==> config.mk <==
export PLATFORM = sky130hd
export DESIGN_NAME = dtf_top
export DESIGN_NICKNAME = d
export VERILOG_FILES = /design/src/dtf_pkg.sv /design/src/dtf_avg.sv /design/src/dtf_top.sv
export SDC_FILE = /design/constraint.sdc
export NUM_CORES = 1
export LEC_CHECK = 0
export BUFFER_PORTS_ARGS = -buffer_cell sky130_fd_sc_hd__buf_4
export CORE_ASPECT_RATIO = 2
export CORE_MARGIN = 2
export CORE_UTILIZATION = 30
export CTS_CLUSTER_SIZE = 10
export DETAILED_ROUTE_END_ITERATION = 16
export PLACE_DENSITY_LB_ADDON = 0.15
export SLEW_MARGIN = 20
export SYNTH_ARGS = -nofsm -noshare
export SYNTH_HDL_FRONTEND = slang
export SYNTH_SLANG_ARGS = --single-unit
==> constraint.sdc <==
create_clock -name clk_i -period 3.8 [get_ports clk_i]
set_input_delay 0.76 -clock clk_i [delete_from_list [all_inputs] [get_ports clk_i]]
set_output_delay 0.76 -clock clk_i [all_outputs]
set_load 0.005 [all_outputs]
==> src/dtf_pkg.sv <==
package dtf_pkg;

  // Widths and channel layout
  localparam int unsigned TEMP_W = 11;
  localparam int unsigned CH_W = 3;
  localparam int unsigned NUM_REM = 4;
  localparam int unsigned NUM_CH = 5;
  localparam int unsigned NUM_FILT = 2;
  localparam int unsigned HIST_DEPTH = 8;
  localparam int unsigned PTR_W = 3;
  localparam logic [CH_W-1:0] CH_LAST = 3'h4;

  // Register byte offsets on the APB
  localparam logic [7:0] OFS_FILT = 8'h00;
  localparam logic [7:0] OFS_BCTL = 8'h04;
  localparam logic [7:0] OFS_BETA0 = 8'h08;
  localparam logic [7:0] OFS_IDEAL0 = 8'h18;
  localparam logic [7:0] OFS_TEMP0 = 8'h28;
  localparam logic [7:0] OFS_LAST = 8'h38;

  // Field positions inside the beta control word
  localparam int unsigned BCTL_AUTO_LSB = 0;
  localparam int unsigned BCTL_APD_LSB = 4;

  // Reset values, ideality limits and compensation masks
  localparam logic [1:0] FILT_RST = 2'h0;
  localparam logic [3:0] AUTO_RST = 4'hF;
  localparam logic [3:0] APD_RST = 4'h0;
  localparam logic [3:0] BETA_DIODE = 4'hF;
  localparam logic [5:0] IDEAL_RST = 6'h12;
  localparam logic [5:0] IDEAL_MIN = 6'h08;
  localparam logic [5:0] IDEAL_MAX = 6'h37;
  localparam logic [3:0] COMP_ALL = 4'hF;
  localparam logic [3:0] COMP_LOW_PAIR = 4'h3;

  // Averaging shifts for the two levels
  localparam int unsigned AVG4_SHIFT = 2;
  localparam int unsigned AVG8_SHIFT = 3;

  typedef enum logic [1:0] {
    DTF_LVL_NONE = 2'b00,
    DTF_LVL_AVG4 = 2'b01,
    DTF_LVL_AVG8 = 2'b10
  } dtf_lvl_t;

  // Filter field to averaging level
  function automatic dtf_lvl_t dtf_decode_lvl(input logic [1:0] f);
    dtf_lvl_t l;
    l = DTF_LVL_NONE;
    unique case (f)
      2'b00: l = DTF_LVL_NONE;
      2'b01, 2'b10: l = DTF_LVL_AVG4;
      2'b11: l = DTF_LVL_AVG8;
    endcase
    return l;
  endfunction

endpackage

==> src/dtf_avg.sv <==
`timescale 1ns/1ps
// Running-average history for one remote channel
module dtf_avg
  import dtf_pkg::*;
(
  input wire logic clk_i,
  input wire logic nrst_i,
  input wire logic load_i,
  input wire logic [TEMP_W-1:0] data_i,
  output logic [TEMP_W-1:0] avg4_o,
  output logic [TEMP_W-1:0] avg8_o
);

  logic [TEMP_W-1:0] hist_r [HIST_DEPTH];
  logic [PTR_W-1:0] ptr_r;
  logic primed_r;
  logic [TEMP_W+1:0] sum4_r;
  logic [TEMP_W+2:0] sum8_r;
  logic [TEMP_W-1:0] old8_w;
  logic [TEMP_W-1:0] old4_w;

  // Slot under the pointer is the oldest; four ahead drops out of four
  assign old8_w = hist_r[ptr_r];
  assign old4_w = hist_r[PTR_W'(ptr_r + 3'h4)];

  // History ring, preloaded whole by the first result
  always_ff @(posedge clk_i or negedge nrst_i) begin
    if (!nrst_i) begin
      for (int i = 0; i < HIST_DEPTH; i++) begin
        hist_r[i] <= '0;
      end
    end else if (load_i) begin
      if (!primed_r) begin
        for (int i = 0; i < HIST_DEPTH; i++) begin
          hist_r[i] <= data_i;
        end
      end else begin
        hist_r[ptr_r] <= data_i;
      end
    end
  end

  // Write pointer and first-sample flag
  always_ff @(posedge clk_i or negedge nrst_i) begin
    if (!nrst_i) begin
      ptr_r <= '0;
      primed_r <= 1'b0;
    end else if (load_i) begin
      primed_r <= 1'b1;
      if (primed_r) begin
        ptr_r <= PTR_W'(ptr_r + 3'h1);
      end
    end
  end

  // Sums kept incrementally; no divider, just shifts
  always_ff @(posedge clk_i or negedge nrst_i) begin
    if (!nrst_i) begin
      sum4_r <= '0;
      sum8_r <= '0;
    end else if (load_i) begin
      if (!primed_r) begin
        sum4_r <= {data_i, 2'b00};
        sum8_r <= {data_i, 3'b000};
      end else begin
        sum4_r <= sum4_r + {2'b00, data_i} - {2'b00, old4_w};
        sum8_r <= sum8_r + {3'b000, data_i} - {3'b000, old8_w};
      end
    end
  end

  // Truncating mean, biased low by under one LSB
  assign avg4_o = sum4_r[TEMP_W+AVG4_SHIFT-1:AVG4_SHIFT];
  assign avg8_o = sum8_r[TEMP_W+AVG8_SHIFT-1:AVG8_SHIFT];

  first_fill_a: assert property (
    @(posedge clk_i) disable iff (!nrst_i)
    load_i && !primed_r |=> avg8_o == $past(data_i) &&
      avg4_o == $past(data_i) && old4_w == $past(data_i))
    else $error("first result did not fill history");

  window_sum_a: assert property (
    @(posedge clk_i) disable iff (!nrst_i)
    load_i && primed_r |=> sum8_r == $past(sum8_r) + $past(data_i)
      - $past(old8_w) && hist_r[$past(ptr_r)] == $past(data_i))
    else $error("eight-sample window slid wrongly");

endmodule // dtf_avg

==> src/dtf_top.sv <==
`timescale 1ns/1ps
// Remote diode result filter and beta/ideality selection, APB slave
module dtf_top
  import dtf_pkg::*;
#(
  parameter bit ANTIPAR_PAIR = 1'b0
) (
  input wire logic clk_i,
  input wire logic nrst_i,
  input wire logic psel_i,
  input wire logic penable_i,
  input wire logic pwrite_i,
  input wire logic [7:0] paddr_i,
  input wire logic [31:0] pwdata_i,
  output logic [31:0] prdata_o,
  output logic pready_o,
  output logic pslverr_o,
  input wire logic meas_valid_i,
  input wire logic [CH_W-1:0] meas_chan_i,
  input wire logic [TEMP_W-1:0] meas_data_i,
  input wire logic conv_start_i,
  input wire logic [CH_W-1:0] conv_chan_i,
  input wire logic [3:0] beta_opt_i,
  output logic temp_valid_o,
  output logic [CH_W-1:0] temp_chan_o,
  output logic [TEMP_W-1:0] temp_data_o,
  output logic [3:0] beta_cfg_o,
  output logic [5:0] ideal_code_o,
  output logic ideal_bjt_o
);

  logic [1:0] filt_r;
  logic [3:0] auto_r;
  logic [3:0] apd_r;
  logic [3:0] beta_r [NUM_REM];
  logic [5:0] ideal_r [NUM_REM];
  logic [TEMP_W-1:0] temp_r [NUM_CH];
  logic s1_vld_r;
  logic [CH_W-1:0] s1_chan_r;
  logic [TEMP_W-1:0] s1_data_r;
  dtf_lvl_t s1_lvl_r;
  logic [TEMP_W-1:0] avg4_w [NUM_FILT];
  logic [TEMP_W-1:0] avg8_w [NUM_FILT];
  logic [TEMP_W-1:0] filt_val_c;
  logic [3:0] comp_mask_c;
  logic [3:0] auto_eff_c;
  logic elig_c;
  logic acc_c;
  logic wr_done_c;
  logic [31:0] rd_word_c;
  logic [5:0] widx_c;
  logic conv_rem_c;
  logic [1:0] conv_k_c;
  logic [3:0] beta_sel_c;

  // Mapped address: word aligned and no higher than OFS_LAST
  function automatic logic addr_ok(input logic [7:0] a);
    return (a[1:0] == 2'b00) && (a <= OFS_LAST);
  endfunction

  // Remote channel number to array slot
  function automatic logic [1:0] rem_idx(input logic [CH_W-1:0] ch);
    return 2'(ch - 3'h1);
  endfunction

  function automatic logic is_rem(input logic [CH_W-1:0] ch);
    return (ch != 3'h0) && (ch <= CH_LAST);
  endfunction

  // Channels 3 and 4 lose compensation on the antiparallel variant
  assign comp_mask_c = ANTIPAR_PAIR ? COMP_LOW_PAIR : COMP_ALL;
  assign auto_eff_c = auto_r & comp_mask_c;

  // APB handshake: one wait state, write lands on the completing edge
  assign acc_c = psel_i && penable_i;
  assign wr_done_c = acc_c && pready_o && pwrite_i;
  assign widx_c = paddr_i[7:2];

  // Read multiplexer; unused bits read as zero
  always_comb begin
    rd_word_c = 32'h0000_0000;
    if (paddr_i == OFS_FILT) begin
      rd_word_c[1:0] = filt_r;
    end else if (paddr_i == OFS_BCTL) begin
      rd_word_c[BCTL_AUTO_LSB+:4] = auto_eff_c;
      rd_word_c[BCTL_APD_LSB+:4] = apd_r;
    end else if (paddr_i >= OFS_BETA0 && paddr_i < OFS_IDEAL0) begin
      rd_word_c[3:0] = beta_r[2'(widx_c - OFS_BETA0[7:2])];
    end else if (paddr_i >= OFS_IDEAL0 && paddr_i < OFS_TEMP0) begin
      rd_word_c[5:0] = ideal_r[2'(widx_c - OFS_IDEAL0[7:2])];
    end else if (paddr_i >= OFS_TEMP0 && paddr_i <= OFS_LAST) begin
      rd_word_c[TEMP_W-1:0] = temp_r[3'(widx_c - OFS_TEMP0[7:2])];
    end
  end

  // Bus answer registers
  always_ff @(posedge clk_i or negedge nrst_i) begin
    if (!nrst_i) begin
      pready_o <= 1'b0;
      prdata_o <= 32'h0000_0000;
      pslverr_o <= 1'b0;
    end else begin
      pready_o <= acc_c && !pready_o;
      pslverr_o <= acc_c && !pready_o && !addr_ok(paddr_i);
      if (acc_c && !pready_o) begin
        prdata_o <= addr_ok(paddr_i) ? rd_word_c : 32'h0000_0000;
      end
    end
  end

  // Filter level and channel control words
  always_ff @(posedge clk_i or negedge nrst_i) begin
    if (!nrst_i) begin
      filt_r <= FILT_RST;
      // Locked pair never starts with detection on
      auto_r <= ANTIPAR_PAIR ? AUTO_RST & COMP_LOW_PAIR : AUTO_RST;
      apd_r <= APD_RST;
    end else if (wr_done_c) begin
      if (paddr_i == OFS_FILT) begin
        filt_r <= pwdata_i[1:0];
      end
      if (paddr_i == OFS_BCTL) begin
        auto_r <= pwdata_i[BCTL_AUTO_LSB+:4] & comp_mask_c;
        apd_r <= pwdata_i[BCTL_APD_LSB+:4];
      end
    end
  end

  assign conv_rem_c = conv_start_i && is_rem(conv_chan_i);
  assign conv_k_c = rem_idx(conv_chan_i);

  // Beta codes: detector result wins while auto is on
  always_ff @(posedge clk_i or negedge nrst_i) begin
    if (!nrst_i) begin
      for (int k = 0; k < NUM_REM; k++) begin
        beta_r[k] <= BETA_DIODE;
      end
    end else begin
      for (int k = 0; k < NUM_REM; k++) begin
        if (conv_rem_c && conv_k_c == 2'(k) && auto_eff_c[k]) begin
          beta_r[k] <= beta_opt_i;
        end else if (wr_done_c && !auto_eff_c[k] && comp_mask_c[k] &&
                     paddr_i == OFS_BETA0 + 8'(4 * k)) begin
          beta_r[k] <= pwdata_i[3:0];
        end
      end
    end
  end

  // Ideality codes; a write outside the table keeps the old code
  always_ff @(posedge clk_i or negedge nrst_i) begin
    if (!nrst_i) begin
      for (int k = 0; k < NUM_REM; k++) begin
        ideal_r[k] <= IDEAL_RST;
      end
    end else if (wr_done_c) begin
      for (int k = 0; k < NUM_REM; k++) begin
        if (paddr_i == OFS_IDEAL0 + 8'(4 * k) &&
            pwdata_i[5:0] >= IDEAL_MIN && pwdata_i[5:0] <= IDEAL_MAX &&
            pwdata_i[31:6] == 26'h0) begin
          ideal_r[k] <= pwdata_i[5:0];
        end
      end
    end
  end

  // Setting chosen for the conversion about to run
  always_comb begin
    beta_sel_c = BETA_DIODE;
    if (!comp_mask_c[conv_k_c]) begin
      beta_sel_c = BETA_DIODE;
    end else if (auto_eff_c[conv_k_c]) begin
      beta_sel_c = beta_opt_i;
    end else begin
      beta_sel_c = beta_r[conv_k_c];
    end
  end

  // Applied settings held for the whole conversion
  always_ff @(posedge clk_i or negedge nrst_i) begin
    if (!nrst_i) begin
      beta_cfg_o <= BETA_DIODE;
      ideal_code_o <= IDEAL_RST;
      ideal_bjt_o <= 1'b0;
    end else if (conv_start_i) begin
      if (conv_rem_c) begin
        beta_cfg_o <= beta_sel_c;
        ideal_code_o <= ideal_r[conv_k_c];
        ideal_bjt_o <= beta_sel_c != BETA_DIODE;
      end else begin
        beta_cfg_o <= BETA_DIODE;
        ideal_code_o <= IDEAL_RST;
        ideal_bjt_o <= 1'b0;
      end
    end
  end

  // Only channels 1 and 2, and only outside antiparallel mode
  assign elig_c = (meas_chan_i == 3'h1 && !apd_r[0]) ||
                  (meas_chan_i == 3'h2 && !apd_r[1]);

  // History keeps running even while filtering is off
  for (genvar g = 0; g < NUM_FILT; g++) begin : g_filt
    localparam logic [CH_W-1:0] CH = CH_W'(g + 1);
    dtf_avg u_avg (
      .clk_i(clk_i),
      .nrst_i(nrst_i),
      .load_i(meas_valid_i && meas_chan_i == CH && !apd_r[g]),
      .data_i(meas_data_i),
      .avg4_o(avg4_w[g]),
      .avg8_o(avg8_w[g])
    );
  end

  // First stage: capture result and level of the moment
  always_ff @(posedge clk_i or negedge nrst_i) begin
    if (!nrst_i) begin
      s1_vld_r <= 1'b0;
      s1_chan_r <= '0;
      s1_data_r <= '0;
      s1_lvl_r <= DTF_LVL_NONE;
    end else begin
      s1_vld_r <= meas_valid_i && meas_chan_i <= CH_LAST;
      if (meas_valid_i) begin
        s1_chan_r <= meas_chan_i;
        s1_data_r <= meas_data_i;
        s1_lvl_r <= elig_c ? dtf_decode_lvl(filt_r) : DTF_LVL_NONE;
      end
    end
  end

  // Averages already hold the new sample here
  always_comb begin
    filt_val_c = s1_data_r;
    unique case (s1_lvl_r)
      DTF_LVL_NONE: filt_val_c = s1_data_r;
      DTF_LVL_AVG4: filt_val_c = avg4_w[s1_chan_r == 3'h2];
      DTF_LVL_AVG8: filt_val_c = avg8_w[s1_chan_r == 3'h2];
      default: filt_val_c = s1_data_r;
    endcase
  end

  // User registers and comparator feed take the same value
  always_ff @(posedge clk_i or negedge nrst_i) begin
    if (!nrst_i) begin
      temp_valid_o <= 1'b0;
      temp_chan_o <= '0;
      temp_data_o <= '0;
      for (int c = 0; c < NUM_CH; c++) begin
        temp_r[c] <= '0;
      end
    end else begin
      temp_valid_o <= s1_vld_r;
      if (s1_vld_r) begin
        temp_chan_o <= s1_chan_r;
        temp_data_o <= filt_val_c;
        temp_r[s1_chan_r] <= filt_val_c;
      end
    end
  end

  user_reg_a: assert property (
    @(posedge clk_i) disable iff (!nrst_i)
    temp_valid_o |-> temp_r[temp_chan_o] == temp_data_o)
    else $error("user register differs from comparator value");

  pass_thru_a: assert property (
    @(posedge clk_i) disable iff (!nrst_i)
    meas_valid_i && meas_chan_i <= CH_LAST && !elig_c |=>
      ##1 temp_valid_o && temp_data_o == $past(meas_data_i, 2))
    else $error("ineligible result was altered");

  filt_off_a: assert property (
    @(posedge clk_i) disable iff (!nrst_i)
    meas_valid_i && meas_chan_i <= CH_LAST && filt_r == 2'b00 |=>
      ##1 temp_data_o == $past(meas_data_i, 2))
    else $error("filter off but result changed");

  no_filt_ch3_a: assert property (
    @(posedge clk_i) disable iff (!nrst_i)
    meas_valid_i && meas_chan_i == 3'h3 |=> s1_lvl_r == DTF_LVL_NONE
      ##1 temp_chan_o == 3'h3 && temp_data_o == $past(meas_data_i, 2))
    else $error("channel three was filtered");

  level_two_a: assert property (
    @(posedge clk_i) disable iff (!nrst_i)
    meas_valid_i && elig_c && filt_r == 2'b11 |=>
      s1_lvl_r == DTF_LVL_AVG8 ##1
      ((temp_chan_o == 3'h1 && temp_data_o == $past(avg8_w[0])) ||
      (temp_chan_o == 3'h2 && temp_data_o == $past(avg8_w[1]))))
    else $error("level two did not use eight-sample mean");

  beta_auto_a: assert property (
    @(posedge clk_i) disable iff (!nrst_i)
    conv_rem_c && auto_eff_c[conv_k_c] |=> beta_cfg_o == $past(beta_opt_i)
      && beta_r[$past(conv_k_c)] == $past(beta_opt_i))
    else $error("auto beta not applied or not shown");

  beta_man_a: assert property (
    @(posedge clk_i) disable iff (!nrst_i)
    conv_rem_c && !auto_eff_c[conv_k_c] && comp_mask_c[conv_k_c] |=>
      beta_cfg_o == $past(beta_r[conv_k_c]))
    else $error("manual beta code not applied");

  no_comp_a: assert property (
    @(posedge clk_i) disable iff (!nrst_i)
    ANTIPAR_PAIR && conv_start_i && conv_chan_i >= 3'h3 &&
      conv_chan_i <= CH_LAST |=> beta_cfg_o == BETA_DIODE && !auto_r[2]
      && !auto_r[3])
    else $error("compensation on antiparallel pair");

  ideal_apply_a: assert property (
    @(posedge clk_i) disable iff (!nrst_i)
    conv_rem_c |=> ideal_code_o == $past(ideal_r[conv_k_c]) &&
      ideal_code_o >= IDEAL_MIN && ideal_code_o <= IDEAL_MAX)
    else $error("wrong ideality code applied");

  apb_wait_a: assert property (
    @(posedge clk_i) disable iff (!nrst_i)
    psel_i && !penable_i ##1 acc_c |-> !pready_o ##1 pready_o)
    else $error("bus answer not one wait state");

  // Mean must come from the history of the channel that reported
  level_one_a: assert property (
    @(posedge clk_i) disable iff (!nrst_i)
    meas_valid_i && elig_c && (filt_r == 2'b01 || filt_r == 2'b10) |=>
      s1_lvl_r == DTF_LVL_AVG4 ##1
      ((temp_chan_o == 3'h1 && temp_data_o == $past(avg4_w[0])) ||
      (temp_chan_o == 3'h2 && temp_data_o == $past(avg4_w[1]))))
    else $error("level one did not use four-sample mean");

  auto_lock_a: assert property (
    @(posedge clk_i) disable iff (!nrst_i)
    ANTIPAR_PAIR |-> !auto_r[2] && !auto_r[3])
    else $error("auto detection enabled on antiparallel pair");

  // A refused code must leave every channel's code untouched
  ideal_keep_a: assert property (
    @(posedge clk_i) disable iff (!nrst_i)
    wr_done_c && paddr_i >= OFS_IDEAL0 && paddr_i < OFS_TEMP0 &&
      (pwdata_i[5:0] < IDEAL_MIN || pwdata_i[5:0] > IDEAL_MAX) |=>
      $stable(ideal_r[0]) && $stable(ideal_r[1]) && $stable(ideal_r[2])
      && $stable(ideal_r[3]))
    else $error("out-of-table ideality code was stored");

  bad_addr_a: assert property (
    @(posedge clk_i) disable iff (!nrst_i)
    acc_c && !pready_o && !addr_ok(paddr_i) |=> pready_o && pslverr_o &&
      prdata_o == 32'h0000_0000)
    else $error("unmapped address not refused");

  // Results of channels beyond the last one leave no trace
  chan_drop_a: assert property (
    @(posedge clk_i) disable iff (!nrst_i)
    meas_valid_i && meas_chan_i > CH_LAST |=> ##1 !temp_valid_o)
    else $error("result of unknown channel was stored");

endmodule // dtf_top

Word-level counts from Yosys, hierarchy flattened

Cells that the tools add are included.

Register bits: 420
Logic and storage cells: 283
Input port bits: 68
Output and inout port bits: 60

Mux-type cells: 82
Order comparisons: 24
Bitwise logic cells: 10
Equal/unequal tests: 21
Reduce and logical (&&, ||, !) cells: 77
Add/subtract/negate cells: 16

Operators with widths:

| operator             | count |
|---|---|
| $mux W11             | 25 |
| $bwmux W88           | 2 |
| $mux W88             | 2 |
| $bmux W11 S3         | 5 |
| $demux W11 S3        | 3 |
| $mux W4              | 16 |
| $bwmux W55           | 1 |
| $logic_and A1 B1 Y1  | 49 |
| $mux W6              | 6 |
| $eq A8 B5 Y1 const B | 4 |
| $add A14 B11 Y14     | 2 |
| $mux W14             | 2 |
| $sub A14 B11 Y14     | 2 |
| $add A13 B11 Y13     | 2 |
| $logic_not A26 Y1    | 1 |
| $mux W13             | 2 |
| $sub A13 B11 Y13     | 2 |
| $bmux W6 S2          | 2 |
| $ge A4 B4 Y1 const B | 6 |
| $not A3 Y4           | 6 |
| $pmux W11 S2         | 1 |
| $bmux W4 S2          | 2 |
| $eq A8 B4 Y1 const B | 2 |
| $eq A8 B6 Y1 const B | 2 |
| 43 further kinds     | 83 |

Longest topological paths before layout

Word-level depth: 15
Gate-level depth with buffers: 14
Depth with buffers taken out: 13

By module

Synthesis repeated with hierarchy kept, for this count alone.

Cells, all modules: 2173
Area total of the unflattened synthesis: 23182.2 µm²

Modules (own cells, without submodules):

| module                     | times used | area each (µm²) | cells an instance | seq. area each (µm²) |
|---|---|---|---|---|
| dtf_top                    | 1          | 8509.4          | 763               | 4071.4 |
| dtf_avg at g_filt[1].u_avg | 1          | 7350.8          | 705               | 2977.9 |
| dtf_avg at g_filt[0].u_avg | 1          | 7322.0          | 705               | 2977.9 |

Worst setup path after synthesis

No wires, ideal clock.

Path type: register to register
From: register g_filt[0].u_avg.ptr_r[0]
To: register g_filt[0].u_avg.sum8_r[13]
Clock period less this slack: 3.973 ns
Path slack: -0.173 ns
Arrival time: 3.904 ns
Path buffers: 3
Required time: 3.731 ns
Setup time: 0.069 ns
Cell stages (with the launch flop): 15
Cell sequence: dfrtp_1 > buf_2 > buf_2 > mux4_2 > mux2_2 > fa_1 > inv_1 > ha_1 > buf_6 > a2111oi_4 > a211oi_1 > a221o_1 > a41o_1 > or3_1 > nand3_1

Cells in the longest elaborated chain, start to end: 6

Ends and longest elaborated chain:

| what                                        | RTL line      | text |
|---|---|---|
| start: declaration                          | dtf_avg.sv:15 | `logic [PTR_W-1:0] ptr_r;` |
| start signal: assignment                    | dtf_avg.sv:51 | `ptr_r <= PTR_W'(ptr_r + 3'h1);` |
| $not A3 Y4 (not written as such)            | dtf_avg.sv:23 | `assign old8_w = hist_r[ptr_r];` |
| $bmux W11 S3                                | dtf_avg.sv:23 |  |
| $mux W11 (not written as such) (2 in a row) | dtf_avg.sv:23 |  |
| $sub A14 B11 Y14                            | dtf_avg.sv:67 | `sum8_r <= sum8_r + {3'b000, data_i} - {3'b000, old8_w};` |
| $mux W14                                    | dtf_avg.sv:62 | `if (!primed_r) begin` |
| end signal: assignment                      | dtf_avg.sv:64 | `sum8_r <= {data_i, 3'b000};` |
| end signal: assignment                      | dtf_avg.sv:67 |  |
| end: declaration                            | dtf_avg.sv:18 | `logic [TEMP_W+2:0] sum8_r;` |

No other way between the ends. The select of a mux whose other input is x is not followed.
A chain may end at the register's enable or synchronous reset.

Final worst setup path

Ends and elaborated chain as after synthesis.

==> summary.md <==
| Metric | Value |
|---|---|
| Die Area | `79,050 um^2` |
| Final nets | `2,418` |
| Initial antenna violation count | `3` |
| Max Used Layer | `met5` |
| Max cap viols | `0` |
| Via density per instance | `between 5 and 6` |
| Root Driver | `clkbuf_16` |
| Pint | `roughly 15 mW` |
| Crit path time final | `between 3 and 4 ns` |
| Most frequent cell after synthesis | `dfrtp_1` |
| CP most frequent cell | `o211ai_1` |
| DRT Pass-1 Iters | `6` |
| Layout Area Growth over Synthesis | `18.61%` |
| Sw power | `around 10 mW` |
| Share of cells above drive strength 1 | `approximately 33%` |
| Final worst slack | `~0.075 ns` |
| Remaining global-route overflow | `0` |
| Metal1 wirelength | `between 20,000 and 30,000 um` |
| Most used flip-flop cell after synthesis | `dfrtp_1` |
| Sequential share of the synthesized area | `~44%` |
| Fillers | `7,596` |
| Largest net degree at the start of global routing | `just under 80` |
| DP Worst Slack | `-0.2545 ns` |
| Deepest clock path buffer count | `3` |
| Final setup violation count | `0` |
| Reg clk slew, reported paths | `around 0.060 ns` |
| CP max-delay cell | `mux4_2` |
| Post-DP HPWL | `between 50,000 and 60,000 um` |
| I/O pins | `128` |
| # clock sinks | `between 300 and 400` |
| Crit path kind | `reg2reg` |
| Core Area | `around 76,000 um^2` |
| Worst-margin pin slew | `roughly 0.9 ns` |
| Initial Util | `between 30 and 40%` |
| Logic gate share of total power | `a little under 60%` |
| Synth area leaders | `dfrtp_1 40%, mux2_2 13%, mux4_2 7.0%` |
| Die width | `~200 um` |
| GRT Util Overall | `18.81%` |
| Port bufs | `about 110` |
| H-tree depth | `2` |
| Mapped Cells | `around 2.1k` |
| Critical Path Sink Type | `flip-flop` |
| HP Class | `in2async` |
| Switch share | `between 40% and 50%` |
| WL met3 | `roughly 2400 um` |
| # rows | `around 140` |
| Met2 WL | `about 40,000 um` |
| Slowest stage delay, CP | `0.50 ns` |
| Cell family with most CP delay | `multiplexers` |
| Final-report hold violation count | `0` |
| Unrepaired setup endpoints after global routing | `true` |
| CP Max Fanout | `5` |
| First-pass GRT wire length | `110,400 um` |
| Crit path from | `g_filt[0].u_avg.ptr_r[0]` |
| Routability cong. | `0.8704` |
| Max Freq | `around 270 MHz` |
| DR iter-0 viols | `~690` |
| Worst Setup Start Kind | `flip-flop` |
| Detail Route Antenna Nets | `0` |
| CP Data Required Time | `around 4.3 ns` |
| Synth warn | `0` |
| Synth Cell Area | `23,010 um^2` |
| Buf/Inv on CP | `3` |
| Yosys top cell by area | `dfrtp_1` |
| CTS Buf Count | `47` |
| Count of cell types in the netlist | `a little under 80` |
| Hold buffer count at cts | `0` |
| Worst IR Drop VDD | `~0.00054 V` |
| Worst-Skew Late Latency | `between 0.6 and 0.7 ns` |
| Die Height | `approximately 400 um` |
| Number of synthesized flops with an enable pin | `0` |
| Outcome | `completed` |
| Worst Clk Skew | `0.04084 ns` |
| Synth top area share | `between 30 and 40%` |
| CTS tree | `built` |
| Fin crit share | `98.04%` |
| Leak | `about 12 nW` |
| Max-slew violation count | `0` |
| Mapped Avg Cell Area | `11.08 um^2` |
| DR vias | `between 15k and 20k` |
| Number of global-route vias before repair | `17.66k` |
| ANT cells | `0` |
| FFs w/ async S/R, synth | `100.0%` |
| Yosys reg bits | `about 400` |
| Total Power | `25.48 mW` |
| TNS Setup | `0 ns` |
| FF-to-FF Start | `g_filt[0].u_avg.ptr_r[0]` |
| CP arrival | `between 4 and 5 ns` |
| CP cell instances | `buf_12 > buf_6 > mux4_2 > mux2_4 > fa_1 > inv_2 > ha_4 > o211ai_1 > o211ai_1 > nand3_1 > a41o_1 > or3_4 > nand3_2` |
| Sequential share of power | `between 20% and 30%` |
| Final wirelength | `73,310 um` |
| Fin util | `a little over a third` |
| Post-DR wirelength/cell | `about 22 um` |
| Drt drc | `0` |
| Commonest cells in the netlist | `365 x dfrtp_1, 257 x mux2_2, 191 x inv_1` |
| Pwr dens | `a little over 900 nW/um^2` |
| Clock power share | `16.1%` |
| Headroom to the max-slew limit | `about 39%` |
per-layer routing:
layer / track usage, % / vias to the layer above
li1: - / 7602
met1: 19.51 / 8417
met2: 35.51 / 383
met3: 2.416 / 145
met4: 10.89 / 4
met5: 0 / -
worst register-to-register path, stage by stage (launching register included):
cell and delay [ns]:
dfrtp_2 0.39, buf_12 0.12, buf_6 0.11, mux4_2 0.50
mux2_4 0.29, fa_1 0.50, inv_2 0.05, ha_4 0.27
o211ai_1 0.10, o211ai_1 0.43, nand3_1 0.20, a41o_1 0.26
or3_4 0.37, nand3_2 0.06
state kept, by name (all words and copies together), names as in the netlist, 3 cells and up:
name / count
beta_cfg_o: 4
ideal_code_o: 6
temp_data_o: 11
s1_data_r: 11
g_filt.u_avg.ptr_r: 6
ideal_r: 24
temp_chan_o: 3
g_filt.u_avg.sum4_r: 26
g_filt.u_avg.sum8_r: 28
temp_r: 55
g_filt.u_avg.hist_r: 176
prdata_o: 11
apd_r: 4
auto_eff_c: 4
s1_chan_r: 3
beta_r: 16
placed cells by master, fill, tap and decap left out, types with 9 or more instances in the layout:
cell	count
a211oi_1	19
nor2_1	54
dfstp_2	34
a21oi_2	9
a21o_1	19
o21ai_1	17
nand3_1	34
ha_1	53
o21ai_0	158
buf_4	227
clkbuf_1	12
conb_1	21
nand2_1	169
o21ai_2	14
mux2_2	251
nor3_1	30
xnor2_1	25
fa_1	42
mux4_2	71
a31oi_1	12
dfrtp_1	362
mux2i_1	50
clkbuf_16	49
ha_4	10
nor2b_1	15
a221o_1	12
xor2_1	10
nand2b_1	12
inv_1	186
buf_12	9
a21oi_1	85
nand3b_1	11
cell families after synthesis:
family,share of synthesized area [%]
buffers and inverters,6.260
AND/OR/NAND/NOR,8.201
adder cells (fa/ha/maj),7.364
flip-flops,43.59
AO/OA/AOI/OAI,11.54
other,0.01630
XOR/XNOR,1.332
multiplexers,21.71
layout make-up:
| class | count | area [um^2] | share of cell area [%] |
|---|---|---|---|
| clock inverters | 5 | 43.79 | 0.1605 |
| well taps | 1015 | 1270 | 4.654 |
| multi-input cells | 1360 | 11980 | 43.91 |
| inverters | 191 | 716.9 | 2.627 |
| clock buffers | 62 | 1274 | 4.668 |
| flip-flops and latches | 399 | 10030 | 36.76 |
| repair buffers | 242 | 1969 | 7.218 |
worst paths after layout:
check | end | slack [ns] | depth (start not counted)
min in group clk_i | apd_r[3] | 0.45 | 2
hold reg to reg | temp_r[49] | 0.47 | 2
setup reg to reg | g_filt[0].u_avg.sum8_r[13] | 0.07 | 13
max in group asynchronous | beta_r[12] | 2.63 | 2
hold / removal | g_filt[0].u_avg.hist_r[33] | 0.19 | 1
setup / recovery | g_filt[0].u_avg.sum8_r[13] | 0.07 | 13
repair_timing:
action | CTS | global route
setup buffers | 8 | 5
pin swaps | 11 | 22
setup endpoints to repair | 13 | 13
gates cloned | 0 | 1
resized for setup | 25 | 64
stage by stage:
step / hold WS [ns] / cells / instance area [um^2]
2_1_floorplan: 0.3519 / 2096 / 23090
3_3_place_gp: 0.4545 / 3194 / 25440
3_5_place_dp: 0.4658 / 3194 / 25440
4_1_cts: 0.1697 / 3269 / 26940
5_1_grt: 0.1995 / 3274 / 27290
6_report: 0.1895 / 3274 / 27290
power by group through the flow:
| stage | registers (mW) | logic (mW) | clock network [mW] |
|---|---|---|---|
| 2_1_floorplan | 5.93 | 9.31 | 0 |
| 3_3_place_gp | 6.33 | 13.3 | 0 |
| 3_5_place_dp | 6.36 | 13.4 | 0 |
| 4_1_cts | 6.27 | 14.0 | 4.27 |
| 5_1_grt | 6.41 | 16.6 | 4.43 |
| 6_report | 6.26 | 15.1 | 4.11 |
Power figures use the tool's default switching activity.
